[config.mk]
export PLATFORM = sky130hd
export DESIGN_NAME = switch_axis
export DESIGN_NICKNAME = d
export VERILOG_FILES = /design/src/hdl/switch_axis.v
export VERILOG_INCLUDE_DIRS = /design/src /design/src/hdl
export SDC_FILE = /design/constraint.sdc
export NUM_CORES = 1
export LEC_CHECK = 0
export ABC_AREA = 0
export BUFFER_PORTS_ARGS = -buffer_cell sky130_fd_sc_hd__clkbuf_2
export CAP_MARGIN = 30
export CORE_MARGIN = 1.5
export CORE_UTILIZATION = 55
export CTS_BUF_LIST = sky130_fd_sc_hd__clkbuf_2 sky130_fd_sc_hd__clkbuf_4 sky130_fd_sc_hd__clkbuf_8
export DETAILED_ROUTE_END_ITERATION = 10
export PLACE_DENSITY = 0.88
export SLEW_MARGIN = 10
export SYNTH_ARGS = -nofsm -noshare
export SYNTH_HDL_FRONTEND = slang
export SYNTH_SLANG_ARGS = --single-unit
[constraint.sdc]
create_clock -name REF_CLK -period 8.6 [get_ports REF_CLK]
set_clock_uncertainty 0.05 [all_clocks]
set_input_delay 0.86 -clock REF_CLK [delete_from_list [all_inputs] [get_ports REF_CLK]]
set_output_delay 0.86 -clock REF_CLK [all_outputs]
set_load 0.01 [all_outputs]
[src/hdl/switch_axis_defines.vh]
// Purpose: constants for the switch and pulsar axis mode block
// Assumes: register word indexes chosen for this block
// Notes: one 32-bit word per register
`ifndef SWITCH_AXIS_DEFINES_VH
`define SWITCH_AXIS_DEFINES_VH
// Register addresses (word index on the plain port)
`define ADDR_ENV1 4'h0
`define ADDR_IRQ_EN 4'h1
`define ADDR_IRQ_CAUSE 4'h2
`define ADDR_EXT_STATUS 4'h3
`define ADDR_OP_SELECT 4'h4
`define ADDR_MOVE_AMOUNT 4'h5
`define ADDR_COMMAND 4'h6
`define ADDR_SPEED 4'h7
`define ADDR_PULSE_COUNT 4'h8
// Field positions
`define ENV1_SW_POL 25
`define ENV1_SW_FILT 27
`define IRQ_SW_CHANGE 17
`define CAUSE_FWD 17
`define CAUSE_REV 18
`define CAUSE_LIMIT_ERR 0
`define STS_FWD_LEVEL 11
`define STS_REV_LEVEL 12
// Operation select codes
`define OP_SW_CONT 7'h02
`define OP_SW_POS 7'h56
`define OP_PLS_LIN2 7'h6B
`define OP_PLS_CW 7'h6C
`define OP_PLS_CCW 7'h6D
// Commands
`define CMD_STOP_NOW 8'h49
`define CMD_START_LO 8'h50
`define CMD_START_HI_A 8'h52
`define CMD_START_HI_B 8'h53
// Run condition codes
`define CND_IDLE 4'h0
`define CND_WAIT_SW 4'h1
`define CND_RUN 4'h2
`define CND_DECEL 4'h3
// Timing: filter rejects pulses shorter than 32 ms at 20 MHz
`define FILTER_MS 32
`define CLK_KHZ 20000
`define FILTER_CYCLES (`FILTER_MS * `CLK_KHZ)
`define DECEL_STEPS 16'h0010
`endif

[src/hdl/switch_axis.v]
// Purpose: per-axis switch driven and pulsar synchronised operating modes
// Assumes: inputs asynchronous, two-flop synchronised to REF_CLK at 20 MHz; speed profile reduced
// Notes: registers on a plain address/strobe port, read data one cycle later
//
// Operation
// - Pulsar steps interpolation; ignore pulses after completion
// - After start, switches produce output pulses
// - Polarity bit 25: 0 low, 1 high
// - Filter bit 27 rejects short switch pulses
// - Change interrupt enable bit 17 drives interrupt
// - Cause bit 17 forward, 18 reverse change
// - Waiting for switch reports condition 0001
// - Status bits 11, 12 show switch levels
// - Code 02h continuous, 56h positioning
// - Continuous moves only while a switch on
// - Continuous limit stop, no error, reverse allowed
// - Continuous persists until immediate stop command
// - High speed start decelerates when switch off
// - Opposite switch during decel: stop then reverse
// - Positioning start loads move amount
// - Positioning pulses count down, stop at zero
// - Positioning ignores later switch transitions
// - Zero move amount stops without pulses
// - Forward switch positive, reverse negative feed
// - Positioning limit stop raises error interrupt
//
// The implementer's own choices: strobed register access and the register offsets.
`include "switch_axis_defines.vh"
`default_nettype none
module switch_axis (
    input wire REF_CLK, // 20 MHz clock
    input wire RESET, // async reset, active high
    input wire [3:0] ADDR, // register word index
    input wire [31:0] WDATA, // write data
    input wire WR, // write strobe
    input wire RD, // read strobe
    output reg [31:0] RDATA, // read data, cycle after RD
    input wire FWD_SWITCH_IN, // forward direction switch
    input wire REV_SWITCH_IN, // reverse direction switch
    input wire MANUAL_INPUT_ENABLE_N, // switch input enable, active low
    input wire FWD_END_LIMIT_IN, // forward end limit, active high
    input wire REV_END_LIMIT_IN, // reverse end limit, active high
    input wire PULSAR_IN, // manual pulse generator step
    output reg PULSE_OUT, // command pulse
    output reg DIR_OUT, // 1 = negative feed
    output wire INT_N // interrupt, active low
);
    // ************************************************************
    // Registers and state
    // ************************************************************
    localparam ST_IDLE = 3'h0;
    localparam ST_WAIT = 3'h1;
    localparam ST_RUN = 3'h2;
    localparam ST_DECEL = 3'h3;
    localparam ST_INTERP = 3'h4;

    // Written by software; irq_cause is set by events and cleared by reading
    reg [31:0] env1;
    reg [31:0] irq_en;
    reg [31:0] irq_cause;
    reg [6:0] op_select;
    reg [27:0] move_amount;
    reg [15:0] speed_div;

    // Motion state
    reg [27:0] pos_count;
    reg [31:0] pulse_count;
    reg [2:0] state;
    reg high_speed;
    reg run_dir;
    reg [15:0] decel_cnt;
    reg [15:0] rate_cnt;
    reg [3:0] run_condition_field;
    reg limit_err;

    // Input conditioning
    reg [5:0] s1;
    reg [5:0] s2;
    reg [5:0] s3;
    wire [2:0] filt;
    reg prev_fwd;
    reg prev_rev;

    // ************************************************************
    // Input decode
    // ************************************************************
    wire pol = env1[`ENV1_SW_POL];
    // Raw levels after synchroniser, turned to "on" by polarity
    wire fwd_raw = pol ? s2[0] : ~s2[0];
    wire rev_raw = pol ? s2[1] : ~s2[1];
    wire en_raw = ~s2[2];
    wire [2:0] raw = {en_raw, rev_raw, fwd_raw};
    wire [2:0] lvl = env1[`ENV1_SW_FILT] ? filt : raw;
    // Enable gates motion only; status and change events follow the switch
    wire fwd_on = lvl[0] & lvl[2];
    wire rev_on = lvl[1] & lvl[2];
    wire lim_fwd = s2[3];
    wire lim_rev = s2[4];
    wire pulsar_step = s2[5] & ~s3[5];
    // Only the limit ahead of the feed blocks motion
    wire lim_hit = run_dir ? lim_rev : lim_fwd;
    wire tick = (rate_cnt == 16'h0000);

    // ************************************************************
    // Command and operation decode
    // ************************************************************
    wire cmd = WR && (ADDR == `ADDR_COMMAND);
    wire stop_cmd = cmd && (WDATA[7:0] == `CMD_STOP_NOW);
    wire start_cmd = cmd && (WDATA[7:0] >= `CMD_START_LO) && (WDATA[7:0] <= `CMD_START_HI_B);
    wire start_hi = (WDATA[7:0] == `CMD_START_HI_A) || (WDATA[7:0] == `CMD_START_HI_B);
    wire op_cont = (op_select == `OP_SW_CONT);
    wire op_pos = (op_select == `OP_SW_POS);
    wire op_pulsar = (op_select == `OP_PLS_LIN2) || (op_select == `OP_PLS_CW) ||
                     (op_select == `OP_PLS_CCW);
    wire fwd_chg = lvl[0] ^ prev_fwd;
    wire rev_chg = lvl[1] ^ prev_rev;

    // ************************************************************
    // Input synchroniser and filter
    // ************************************************************
    always @(posedge REF_CLK or posedge RESET) begin
        if (RESET) begin
            // Switch and enable pins start at their idle high level, so no false change
            s1 <= 6'h07;
            s2 <= 6'h07;
            s3 <= 6'h07;
        end else begin
            s1 <= {PULSAR_IN, REV_END_LIMIT_IN, FWD_END_LIMIT_IN,
                   MANUAL_INPUT_ENABLE_N, REV_SWITCH_IN, FWD_SWITCH_IN};
            s2 <= s1;
            s3 <= s2;
        end
    end

    // One filter per input: forward, reverse and enable
    level_filter #(.WINDOW(`FILTER_CYCLES)) level_filter_fwd_inst (
        .clk(REF_CLK),
        .rst(RESET),
        .raw(raw[0]),
        .level(filt[0])
    );

    level_filter #(.WINDOW(`FILTER_CYCLES)) level_filter_rev_inst (
        .clk(REF_CLK),
        .rst(RESET),
        .raw(raw[1]),
        .level(filt[1])
    );

    level_filter #(.WINDOW(`FILTER_CYCLES)) level_filter_en_inst (
        .clk(REF_CLK),
        .rst(RESET),
        .raw(raw[2]),
        .level(filt[2])
    );

    // ************************************************************
    // Operation control
    // ************************************************************
    always @(posedge REF_CLK or posedge RESET) begin
        if (RESET) begin
            state <= ST_IDLE;
            high_speed <= 1'b0;
            run_dir <= 1'b0;
            pos_count <= 28'h0000000;
            decel_cnt <= 16'h0000;
            rate_cnt <= 16'h0000;
            PULSE_OUT <= 1'b0;
            DIR_OUT <= 1'b0;
            pulse_count <= 32'h00000000;
            limit_err <= 1'b0;
        end else begin
            PULSE_OUT <= 1'b0;
            limit_err <= 1'b0;
            rate_cnt <= tick ? speed_div : rate_cnt - 16'h0001;
            if (stop_cmd) begin
                state <= ST_IDLE;
            end else if (start_cmd) begin
                high_speed <= start_hi;
                pos_count <= move_amount;
                rate_cnt <= speed_div;
                if (op_cont) begin
                    state <= ST_WAIT;
                end else if (op_pos) begin
                    state <= (move_amount == 28'h0000000) ? ST_IDLE : ST_WAIT;
                end else if (op_pulsar) begin
                    state <= (move_amount == 28'h0000000) ? ST_IDLE : ST_INTERP;
                end
            end else begin
                case (state)
                    ST_WAIT: begin
                        if (fwd_on || rev_on) begin
                            run_dir <= ~fwd_on;
                            DIR_OUT <= ~fwd_on;
                            state <= ST_RUN;
                        end
                    end
                    ST_RUN: begin
                        if (op_pos) begin
                            // Switch levels no longer looked at here
                            if (lim_hit) begin
                                limit_err <= 1'b1;
                                state <= ST_IDLE;
                            end else if (tick) begin
                                PULSE_OUT <= 1'b1;
                                pulse_count <= pulse_count + 32'h00000001;
                                pos_count <= pos_count - 28'h0000001;
                                if (pos_count == 28'h0000001)
                                    state <= ST_IDLE;
                            end
                        end else begin
                            if (!(run_dir ? rev_on : fwd_on)) begin
                                if (high_speed) begin
                                    decel_cnt <= `DECEL_STEPS;
                                    state <= ST_DECEL;
                                end else begin
                                    state <= ST_WAIT;
                                end
                            end else if (lim_hit) begin
                                state <= ST_RUN;
                            end else if (tick) begin
                                PULSE_OUT <= 1'b1;
                                pulse_count <= pulse_count + 32'h00000001;
                            end
                        end
                    end
                    ST_DECEL: begin
                        // Slowing: pulse on every second tick until the ramp ends
                        if (decel_cnt == 16'h0000 || lim_hit) begin
                            state <= ST_WAIT;
                        end else if (tick) begin
                            decel_cnt <= decel_cnt - 16'h0001;
                            PULSE_OUT <= decel_cnt[0];
                            if (decel_cnt[0])
                                pulse_count <= pulse_count + 32'h00000001;
                        end
                    end
                    ST_INTERP: begin
                        if (pulsar_step) begin
                            PULSE_OUT <= 1'b1;
                            pulse_count <= pulse_count + 32'h00000001;
                            pos_count <= pos_count - 28'h0000001;
                            if (pos_count == 28'h0000001)
                                state <= ST_IDLE;
                        end
                    end
                    default: state <= state;
                endcase
            end
        end
    end

    // ************************************************************
    // Run condition
    // ************************************************************
    always @* begin
        case (state)
            ST_WAIT: run_condition_field = `CND_WAIT_SW;
            ST_RUN: run_condition_field = `CND_RUN;
            ST_DECEL: run_condition_field = `CND_DECEL;
            ST_INTERP: run_condition_field = `CND_RUN;
            default: run_condition_field = `CND_IDLE;
        endcase
    end

    // ************************************************************
    // Configuration registers
    // ************************************************************
    always @(posedge REF_CLK or posedge RESET) begin
        if (RESET) begin
            env1 <= 32'h00000000;
            irq_en <= 32'h00000000;
            op_select <= 7'h00;
            move_amount <= 28'h0000000;
            speed_div <= 16'h0000;
        end else if (WR) begin
            case (ADDR)
                `ADDR_ENV1: env1 <= WDATA;
                `ADDR_IRQ_EN: irq_en <= WDATA;
                `ADDR_OP_SELECT: op_select <= WDATA[6:0];
                `ADDR_MOVE_AMOUNT: move_amount <= WDATA[27:0];
                `ADDR_SPEED: speed_div <= WDATA[15:0];
                default: op_select <= op_select;
            endcase
        end
    end

    // ************************************************************
    // Switch change events and interrupt
    // ************************************************************
    // Levels delayed by one cycle for change detection
    always @(posedge REF_CLK or posedge RESET) begin
        if (RESET) begin
            prev_fwd <= 1'b0;
            prev_rev <= 1'b0;
        end else begin
            prev_fwd <= lvl[0];
            prev_rev <= lvl[1];
        end
    end

    // Cause reads clear; a new event in the same cycle survives
    always @(posedge REF_CLK or posedge RESET) begin
        if (RESET) begin
            irq_cause <= 32'h00000000;
        end else begin
            if (RD && ADDR == `ADDR_IRQ_CAUSE)
                irq_cause <= 32'h00000000;
            if (fwd_chg && irq_en[`IRQ_SW_CHANGE])
                irq_cause[`CAUSE_FWD] <= 1'b1;
            if (rev_chg && irq_en[`IRQ_SW_CHANGE])
                irq_cause[`CAUSE_REV] <= 1'b1;
            if (limit_err)
                irq_cause[`CAUSE_LIMIT_ERR] <= 1'b1;
        end
    end

    assign INT_N = ~(|irq_cause);

    // ************************************************************
    // Read data
    // ************************************************************
    // Read data stand for one cycle only and are zero otherwise
    always @(posedge REF_CLK or posedge RESET) begin
        if (RESET) begin
            RDATA <= 32'h00000000;
        end else if (RD) begin
            case (ADDR)
                `ADDR_IRQ_CAUSE: RDATA <= irq_cause;
                `ADDR_EXT_STATUS: RDATA <= {19'h00000, lvl[1], lvl[0], 7'h00, run_condition_field};
                `ADDR_OP_SELECT: RDATA <= {25'h0000000, op_select};
                `ADDR_MOVE_AMOUNT: RDATA <= {4'h0, pos_count};
                `ADDR_PULSE_COUNT: RDATA <= pulse_count;
                default: RDATA <= 32'h00000000;
            endcase
        end else begin
            RDATA <= 32'h00000000;
        end
    end
endmodule

// ************************************************************
// Level filter
// ************************************************************
// A new level passes only after standing for the whole window
module level_filter #(
    parameter WINDOW = `FILTER_CYCLES
) (
    input wire clk, // clock
    input wire rst, // async reset, active high
    input wire raw, // level before filtering
    output reg level // filtered level
);
    reg [24:0] count;

    always @(posedge clk or posedge rst) begin
        if (rst) begin
            level <= 1'b0;
            count <= 25'h0000000;
        end else if (raw == level) begin
            count <= 25'h0000000;
        end else if (count == WINDOW - 1) begin
            level <= raw;
            count <= 25'h0000000;
        end else begin
            count <= count + 25'h0000001;
        end
    end
endmodule
`default_nettype wire

# After elaboration in Yosys (flattened, before gate mapping)
# Cells that the tools add are included.
[word_totals]
n_memories = 0
elab_cells = 213
romBits = 0
latch_bits = 0
ram_bits = 0
register_bits = 329
[classes]
n_reduce_logical = 39
multipliers = 0
bitwise = 16
n_eq_ne = 45
addsub = 7
shift = 0
div = 0
muxes = 75
order_cmp = 2
[op_table]
columns = ["cell", "count"]
rows = [
  ["$mux 32", 9],
  ["$pmux 32 s5", 1],
  ["$mux 25", 6],
  ["$mux 28", 5],
  ["$mux 16", 8],
  ["$pmux 32 s3", 1],
  ["$add 25x1->25 const B", 3],
  ["$eq 25x20->1 const B", 3],
  ["$pmux 28 s2", 1],
  ["$mux 3", 16],
  ["$add 32x1->32 const B", 1],
  ["$logic_not 16->1", 2],
  ["$pmux 16 s2", 1],
  ["$sub 16x1->16 const B", 2],
  ["$eq 28x1->1 const B", 1],
  ["$eq 7x7->1 const B", 4],
  ["$logic_not 28->1", 1],
  ["$sub 28x1->28 const B", 1],
  ["$eq 8x7->1 const B", 3],
  ["$mux 1", 22],
  ["$mux 19", 1],
  ["$reduce_and 2->1", 9],
  ["$eq 4x3->1 const B", 4],
  ["$reduce_and 8->1", 2],
  ["33 further kinds", 77],
]

# Longest topological paths before layout
# Gate-level depths: netlist of the first run.
[logic_depth]
word_depth = 10
mapped_depth = 10

# Hierarchy
# Synthesis of the first run repeated with hierarchy kept, for this count alone.
[hier_totals]
cells_unflattened = 1324
hier_area_um2 = 13640.6
[by_module_without_submodules]
columns = ["module", "instances", "area_each_um2", "cells_per_inst", "seq_area_each_um2"]
rows = [
  ["switch_axis", 1, 9367.7, 869, 5087.4],
  ["level_filter at level_filter_en_inst ...", 2, 1423.9, 150, 650.6],
  ["level_filter at level_filter_rev_inst", 1, 1425.1, 155, 650.6],
]

# Least setup slack after synthesis of the first run
# No wires, ideal clock.
[synth_path]
path_kind = "input-to-reg"
from = "input ADDR[0]"
to = "register pulse_count[24]"
required_time_ns = 8.470
slack_ns = 5.874
arrival_time_ns = 2.596
path_stages = 10
cell_sequence = "clkbuf_1 > nand2b_1 > or4_1 > o211ai_1 > a211o_1 > buf_6 > clkinv_2 > buf_4 > nand4_1 > xnor2_1"
[synth_between]
elab_chain_cells = 6
word_cells_on_any_way = 8
[synth_rtl]
columns = ["element", "line_no", "source"]
rows = [
  ["from (decl)", "switch_axis.v:33", "input wire [3:0] ADDR,"],
  ["$eq 4x3->1 (no line) *", "-", ""],
  ["$logic_and 1x1->1 *", "switch_axis.v:107", "wire cmd = WR && (ADDR == `ADDR_COMMAND);"],
  ["$logic_and 1x1->1 (2 in series)", "switch_axis.v:109", "wire start_cmd = cmd && (WDATA[7:0] >= `CMD_START_LO) && (WDATA[7:0] <= `CMD_START_HI_B);"],
  ["$not 1->1 (no line)", "-", ""],
  ["$reduce_and 8->1 (no line) *", "-", ""],
  ["to (signal assigned)", "switch_axis.v:206", "pulse_count <= pulse_count + 32'h00000001;"],
  ["to (signal assigned)", "switch_axis.v:223", "pulse_count <= pulse_count + 32'h00000001;"],
  ["to (signal assigned)", "switch_axis.v:235", "pulse_count <= pulse_count + 32'h00000001;"],
  ["to (decl)", "switch_axis.v:67", "reg [31:0] pulse_count;"],
]
# Every way passes the cells marked *; elsewhere a longest branch is shown, timed or not.
# A chain may end at the register's enable or synchronous reset.

# Final worst setup path of the first run
[layout_path]
from = "register s2[0]"
to = "register pulse_count[5]"
[layout_between]
elab_chain_cells = 7
[layout_rtl]
columns = ["element", "line_no", "source"]
rows = [
  ["from (decl)", "switch_axis.v:78", "reg [5:0] s2;"],
  ["from (signal assigned)", "switch_axis.v:125", "s2 <= 6'h07;"],
  ["from (signal assigned)", "switch_axis.v:130", "s2 <= s1;"],
  ["$not 1->1", "switch_axis.v:89", "wire fwd_raw = pol ? s2[0] : ~s2[0];"],
  ["$mux 1 *", "switch_axis.v:89", ""],
  ["$mux 3 *", "switch_axis.v:93", "wire [2:0] lvl = env1[`ENV1_SW_FILT] ? filt : raw;"],
  ["$and 1x1->1 *", "switch_axis.v:95", "wire fwd_on = lvl[0] & lvl[2];"],
  ["$mux 1 *", "switch_axis.v:212", "if (!(run_dir ? rev_on : fwd_on)) begin"],
  ["$ne 3x3->1 (no line) *", "-", ""],
  ["$reduce_and 8->1 (no line) *", "-", ""],
]
# Marks and branches as above.

==> results of run 1 <==
-- worst max-delay path by stage --
stage,start,depth (start not counted),slack (ns),end
floorplan,RESET,1,3.97,PULSE_OUT
global placement,ADDR[1],8,4.90,pulse_count[12]
detailed placement,ADDR[1],8,4.88,pulse_count[12]
CTS,decel_cnt[2],7,5.28,pulse_count[8]
global route,decel_cnt[2],7,5.05,pulse_count[8]
finish,s2[0],7,5.19,pulse_count[5]
-- cell families (layout without fill, tap and decap cells) --
family          Yosys count  count (layout)  share of synthesized area
compound gates          159             159                    0.07377
xor+xnor                144             144                    0.09226
flops                   281             281                     0.5149
simple gates            561             561                     0.2349
mux                      65              65                    0.05263
fa+ha+maj                10              10                   0.009152
other cells               0               1                          0
buf+inv                  68             196                    0.02242
-- worst reg2reg max path: cells and delay by family, from the launching register on --
kind / cells / cell delay, ns
and+or+nand+nor: 1 / 0.26
AOI/OAI and AO/OA: 3 / 1.44
xor gates and xnor gates: 2 / 0.56
DFF: 1 / 0.54
buffers and inverters: 1 / 0.50
-- layout by cell type (no fill, tap or decap), types with 10 or more instances in the layout --
master / Yosys / final
nor4_2: 19 / 19
nor2_1: 152 / 152
o21ai_0: 34 / 34
buf_4: 1 / 11
nand2b_1: 15 / 15
and3_1: 25 / 25
dfrtp_1: 275 / 275
or4_1: 12 / 12
inv_1: 19 / 18
or3_1: 13 / 13
and4_1: 18 / 18
a22oi_1: 24 / 24
xnor2_1: 73 / 73
mux2i_1: 10 / 10
xor2_1: 71 / 71
nor3_1: 26 / 25
clkbuf_2: 0 / 76
nand3_1: 51 / 51
mux2_2: 54 / 54
o21ai_1: 14 / 14
nand4_1: 34 / 34
nand2_1: 103 / 103
nor4_1: 20 / 20
clkbuf_8: 0 / 59
ha_1: 10 / 10
clkbuf_4: 0 / 12
a21oi_1: 37 / 37
-- through the flow --
stage | setup WS, ns | hold slack, ns
floorplan | 3.974 | 0.2812
global placement | 4.902 | 0.2833
detailed placement | 4.885 | 0.2847
CTS | 5.282 | 0.1550
global route | 5.047 | 0.1703
finish | 5.186 | 0.1780
-- where the power goes --
| part | total [µW] | internal (µW) | switching, µW | leakage [µW] |
|---|---|---|---|---|
| clock network | 1460 | 912 | 545 | 0.000613 |
| logic | 607 | 248 | 359 | 0.00244 |
| registers | 1670 | 1480 | 187 | 0.00370 |
| total | 3730 | 2640 | 1090 | 0.00676 |
-- state kept, by name, summed over array words and instances (netlist names), 6 cells and up --
name	flops
level_filter_en_inst.count	25
op_select	7
s1	6
level_filter_rev_inst.count	25
RDATA	32
move_amount	28
pos_count	28
rate_cnt	16
level_filter_fwd_inst.count	25
decel_cnt	16
speed_div	16
pulse_count	32
s2	6
-- area by class of cell --
class                      instances  share of cell area
inverter                          20            0.005134
clock buffer                      71             0.05784
timing repair buffer              91             0.03570
clock inverter                    14             0.01773
multi-input combinational        939              0.4061
antenna                            1           0.0001604
tap                              324             0.02599
sequential                       281              0.4513
-- metal layers --
metal,wire length (µm),up-vias
met4,1290,0
li1,-,4774
met2,15850,426
met1,13250,5209
met5,0,-
met3,2328,96
==> summary.md, run 1 <==
| Metric | Value |
|---|---|
| Status | `finished clean` |
| Drt pass-1 iters | `7` |
| Endpoints failing hold | `0` |
| Vias in the first global route | `10,610` |
| Global route total overflow | `0` |
| Register area share after synthesis | `0.5149` |
| HPWL Detailed | `22.01 mm` |
| Worst Reg-to-Reg Cells | `7` |
| Met3 usage | `0.04390` |
| Met2 track demand over resource | `0.4246` |
| Share of the clock period used by the worst path | `0.3970` |
| Gpl congestion | `0.9037` |
| Max Freq | `292.9 MHz` |
| Post-Syn Area | `0.01367 mm²` |
| RSZ-0062 raised after global routing | `false` |
| Kind of end point of the critical path | `flip-flop` |
| Post CTS Setup Buffer Count | `0` |
| IO buf count | `76` |
| Critical Path Fanout Max | `19` |
| Final setup vio count | `0` |
| Die Ht | `160.7 µm` |
| First-pass GRT wire length | `53.61 mm` |
| Cell Rows | `57` |
| # hold bufs at CTS | `0` |
| Number of fill cells | `1,787` |
| Multi-input logic area | `0.006335 mm²` |
| Total CTS buffers | `46` |
| Post-route ant nets | `0` |
| Max Root-Sink Buffers | `3` |
| Max Cap Violations | `0` |
| R2R Setup Slk | `5.19 ns` |
| Largest net degree at the start of global routing | `73` |
| CP max stage delay | `0.81 ns` |
| Area Overhead vs Synth | `14.10%` |
| Reg area | `0.007039 mm²` |
| Startpoint type of the worst setup path | `flip-flop` |
| Post-route cell area | `0.01560 mm²` |
| Vias/cell | `6.034` |
| Crit path cell chain | `xor2_1 > o21ai_1 > a21oi_1 > a211o_1 > clkinv_2 > nand4_1 > xnor2_1` |
| DP Area | `0.01437 mm²` |
| Root Driver | `clkbuf_8` |
| All-layer global routing usage | `0.2578` |
| FF-to-FF Start | `s2[0]` |
| WP data required | `9.02 ns` |
| Synth area leader | `dfrtp_1` |
| Iter 0 DRT Violations | `1,099` |
| Initial antenna violation count | `1` |
| Met1 GRT Util | `0.3337` |
| Cts repair resizes | `0` |
| Post-DR wirelength/cell | `18.79 µm` |
| CTS tree | `yes` |
| Hold Path Class | `in -> async` |
| Post-layout util | `0.6414` |
| Yosys warns | `0` |
| Leakage power | `0.006760 µW` |
| Initial Util | `0.5621` |
| Grt peak-use layer | `met2` |
| Net Count, Synth | `1,344` |
| Setup TNS | `0 ns` |
| Worst slew margin | `0.3411` |
| Placed insts | `1,652` |
| Share of layout cells above drive strength 1 | `0.2020` |
| Clock Sinks | `281` |
| Critical Path AT | `3.84 ns` |
| Slowest cell on the critical path | `a211o_1` |
| Min cycle time layout | `3.414 ns` |
| Count leader, synth | `dfrtp_1` |
| DIE AREA | `0.02581 mm²` |
| Total Power | `3733 µW` |
| Worst r2r dst | `pulse_count[5]` |
| Synth top area share | `0.5034` |
| Synthesized instance count | `1,288` |
| Yosys cell types | `70` |
| Final slew viol count | `0` |
| Via count | `10,510` |
| IO Count | `81` |
| Chip Width | `160.7 µm` |
| Fraction of registers with async set/reset | `1.000` |
| Nets | `1,435` |
| Overall routed net length | `32.71 mm` |
| Worst path bufs/invs | `1` |
| Reg clk slew, reported paths | `0.07 ns` |
| VDD IR max | `0.1108 mV` |
| Clock Latency Late Sink | `0.57 ns` |
| Slew @ Worst Pin | `0.9883 ns` |
| Prevailing post-synth register cell | `dfrtp_1` |
| Seq cells post-synth | `281` |
| Top cells by area, synth | `dfrtp_1 (50%), xnor2_1 (4.7%), xor2_1 (4.5%), mux2_2 (4.4%), nor2_1 (4.2%)` |
| Cell Pwr Density | `239.3 mW/mm²` |
| Kind of critical path | `reg -> reg` |
| H-tree levels | `2` |
| Post-Layout Cell Count | `1,741` |
| Core ar. | `0.02432 mm²` |
| Synth Area per Inst | `10.61 µm²` |
| Post-synth EDFFs | `0` |
| Top cells by count, synth | `dfrtp_1 (275), nor2_1 (152), nand2_1 (103)` |
| Family with the most delay on the worst path | `compound AO/OA/AOI/OAI gates` |
| DRC Markers | `0` |
Power figures use the tool's default switching activity.
==> run 2: changes to the inputs <==
Settings changed: PLACE_DENSITY 0.88 to 0.85.
Clock period 8.6 ns to 3.2 ns, I/O delays scaled along.
==> summary.md, run 2 (synthesized netlist as in run 1, its figures left out) <==
| Metric | Value |
|---|---|
| Max Cap Violations | `0` |
| IO buf count | `76` |
| Via count | `10,430` |
| Max Freq | `371.8 MHz` |
| Sequential power share | `0.480` |
| DIE AREA | `0.02581 mm²` |
| Clock share of power | `0.347` |
| Global route total overflow | `0` |
| Clock Latency Late Sink | `0.57 ns` |
| Worst slew margin | `0.3726` |
| Initial antenna violation count | `0` |
| IO Count | `81` |
| Commonest non-fill, non-tap cell in the layout | `dfrtp_1` |
| Clock Sinks | `281` |
| Psw | `2780 µW` |
| Root Driver | `clkbuf_8` |
| Drt pass-1 iters | `5` |
| Die Ht | `160.7 µm` |
| Min cycle time layout | `2.690 ns` |
| Cts repair resizes | `0` |
| Share of layout cells above drive strength 1 | `0.2032` |
| Sw Ratio | `0.2995` |
| Max Root-Sink Buffers | `3` |
| Total CTS buffers | `45` |
| Commonest cells after routing, fill and taps aside | `dfrtp_1 (275), nor2_1 (152), nand2_1 (103), clkbuf_2 (76), xnor2_1 (73)` |
| DP Area | `0.01450 mm²` |
| # diodes | `0` |
| Final slew viol count | `0` |
| Vias/cell | `5.875` |
| CTS tree | `yes` |
| Combinational Power Share | `0.173` |
| Leakage power | `0.006835 µW` |
| Iter 0 DRT Violations | `852` |
| Initial Util | `0.5621` |
| Vias in the first global route | `10,480` |
| Critical Path AT | `3.11 ns` |
| Reg clk slew, reported paths | `0.06 ns` |
| HPWL Detailed | `21.76 mm` |
| DRC Markers | `0` |
| RSZ-0062 raised after global routing | `false` |
| Kind of end point of the critical path | `flip-flop` |
| Internal power | `6504 µW` |
| Nets | `1,476` |
| Chip Width | `160.7 µm` |
| Post-route cell area | `0.01575 mm²` |
| Hold Path Class | `in -> reg` |
| Share of the clock period used by the worst path | `0.8406` |
| H-tree levels | `2` |
| Final setup vio count | `0` |
| WP data required | `3.62 ns` |
| Kind of critical path | `reg -> reg` |
| Largest registers | `RDATA (32), pulse_count (32)` |
| Gpl congestion | `0.8951` |
| Critical Path Fanout Max | `16` |
| All-layer global routing usage | `0.2519` |
| Core ar. | `0.02432 mm²` |
| Startpoint type of the worst setup path | `flip-flop` |
| VDD IR max | `0.3669 mV` |
| Post-DR wirelength/cell | `17.62 µm` |
| First-pass GRT wire length | `52.22 mm` |
| Cell Pwr Density | `589.5 mW/mm²` |
| Slew @ Worst Pin | `0.9326 ns` |
| Endpoints failing hold | `0` |
| Largest net degree at the start of global routing | `46` |
| Overall routed net length | `31.29 mm` |
| Status | `finished clean` |
| Area Overhead vs Synth | `15.21%` |
| Post-route ant nets | `0` |
| Cell Rows | `57` |
| Setup TNS | `0 ns` |
-- run 2: stage by stage --
stage                 util  power, µW  hold slack, ns  setup slack (ns)  instances
global route        0.6476       9764         0.05069            0.3498       1776
floorplan                -       5559          0.2745           -0.8864       1288
global placement    0.5962       5968          0.2842            0.5829       1668
CTS                 0.6465       9312         0.02142            0.4369       1774
detailed placement  0.5962       6049          0.2865            0.4513       1668
finish              0.6476       9284         0.06011            0.5102       1776
-- run 2: path summary, 6_finish.rpt --
check / from / end / slack, ns / depth (start not counted)
min: WDATA[4] / op_select[4] / 0.06 / 2
max: rate_cnt[0] / decel_cnt[13] / 0.51 / 9
max in group asynchronous: RESET / s1[2] / 2.12 / 5
min in group asynchronous: RESET / level_filter_en_inst.count[20] / 0.19 / 3
max reg2reg: rate_cnt[0] / decel_cnt[13] / 0.51 / 9
min reg2reg: s1[5] / s2[5] / 0.30 / 0
-- run 2: worst max-delay path: stages, from the launching register on --
cell and delay, ns:
dfrtp_1 0.40, inv_1 0.09, ha_1 0.18, nor3b_1 0.29, nand4_1 0.23, nor3_1 0.32, o21ai_1 0.15, buf_4 0.22
or4_1 0.53, a21oi_1 0.15
-- run 2: power by group through the flow --
stage	Clock (µW)	Combinational, µW	Sequential (µW)
3_5_place_dp	0	1550	4490
3_3_place_gp	0	1500	4470
4_1_cts	3290	1590	4440
5_1_grt	3450	1790	4520
2_1_floorplan	0	1200	4350
6_report	3220	1610	4450
-- run 2: routing by layer --
layer	track usage	vias up	wire length (µm)
li1	-	4859	-
met1	0.3371	5120	13220
met2	0.4002	365	14840
met3	0.04597	90	1985
met4	0.1172	0	1238
met5	0	-	0
-- run 2: cell type report --
cell class | count | area, µm²
inverter | 20 | 80.08
timing repair buffer | 133 | 938.4
multi-input combinational | 939 | 6335
fill | 1801 | 8569
sequential | 281 | 7039
clock buffer | 73 | 892.1
clock inverter | 6 | 60.06
tap | 324 | 405.4
-- run 2: repair_timing --
item                                   4_1_cts  5_1_grt
buffers inserted                             0        0
endpoints found under the hold margin       61        0
hold buffers                                27        0
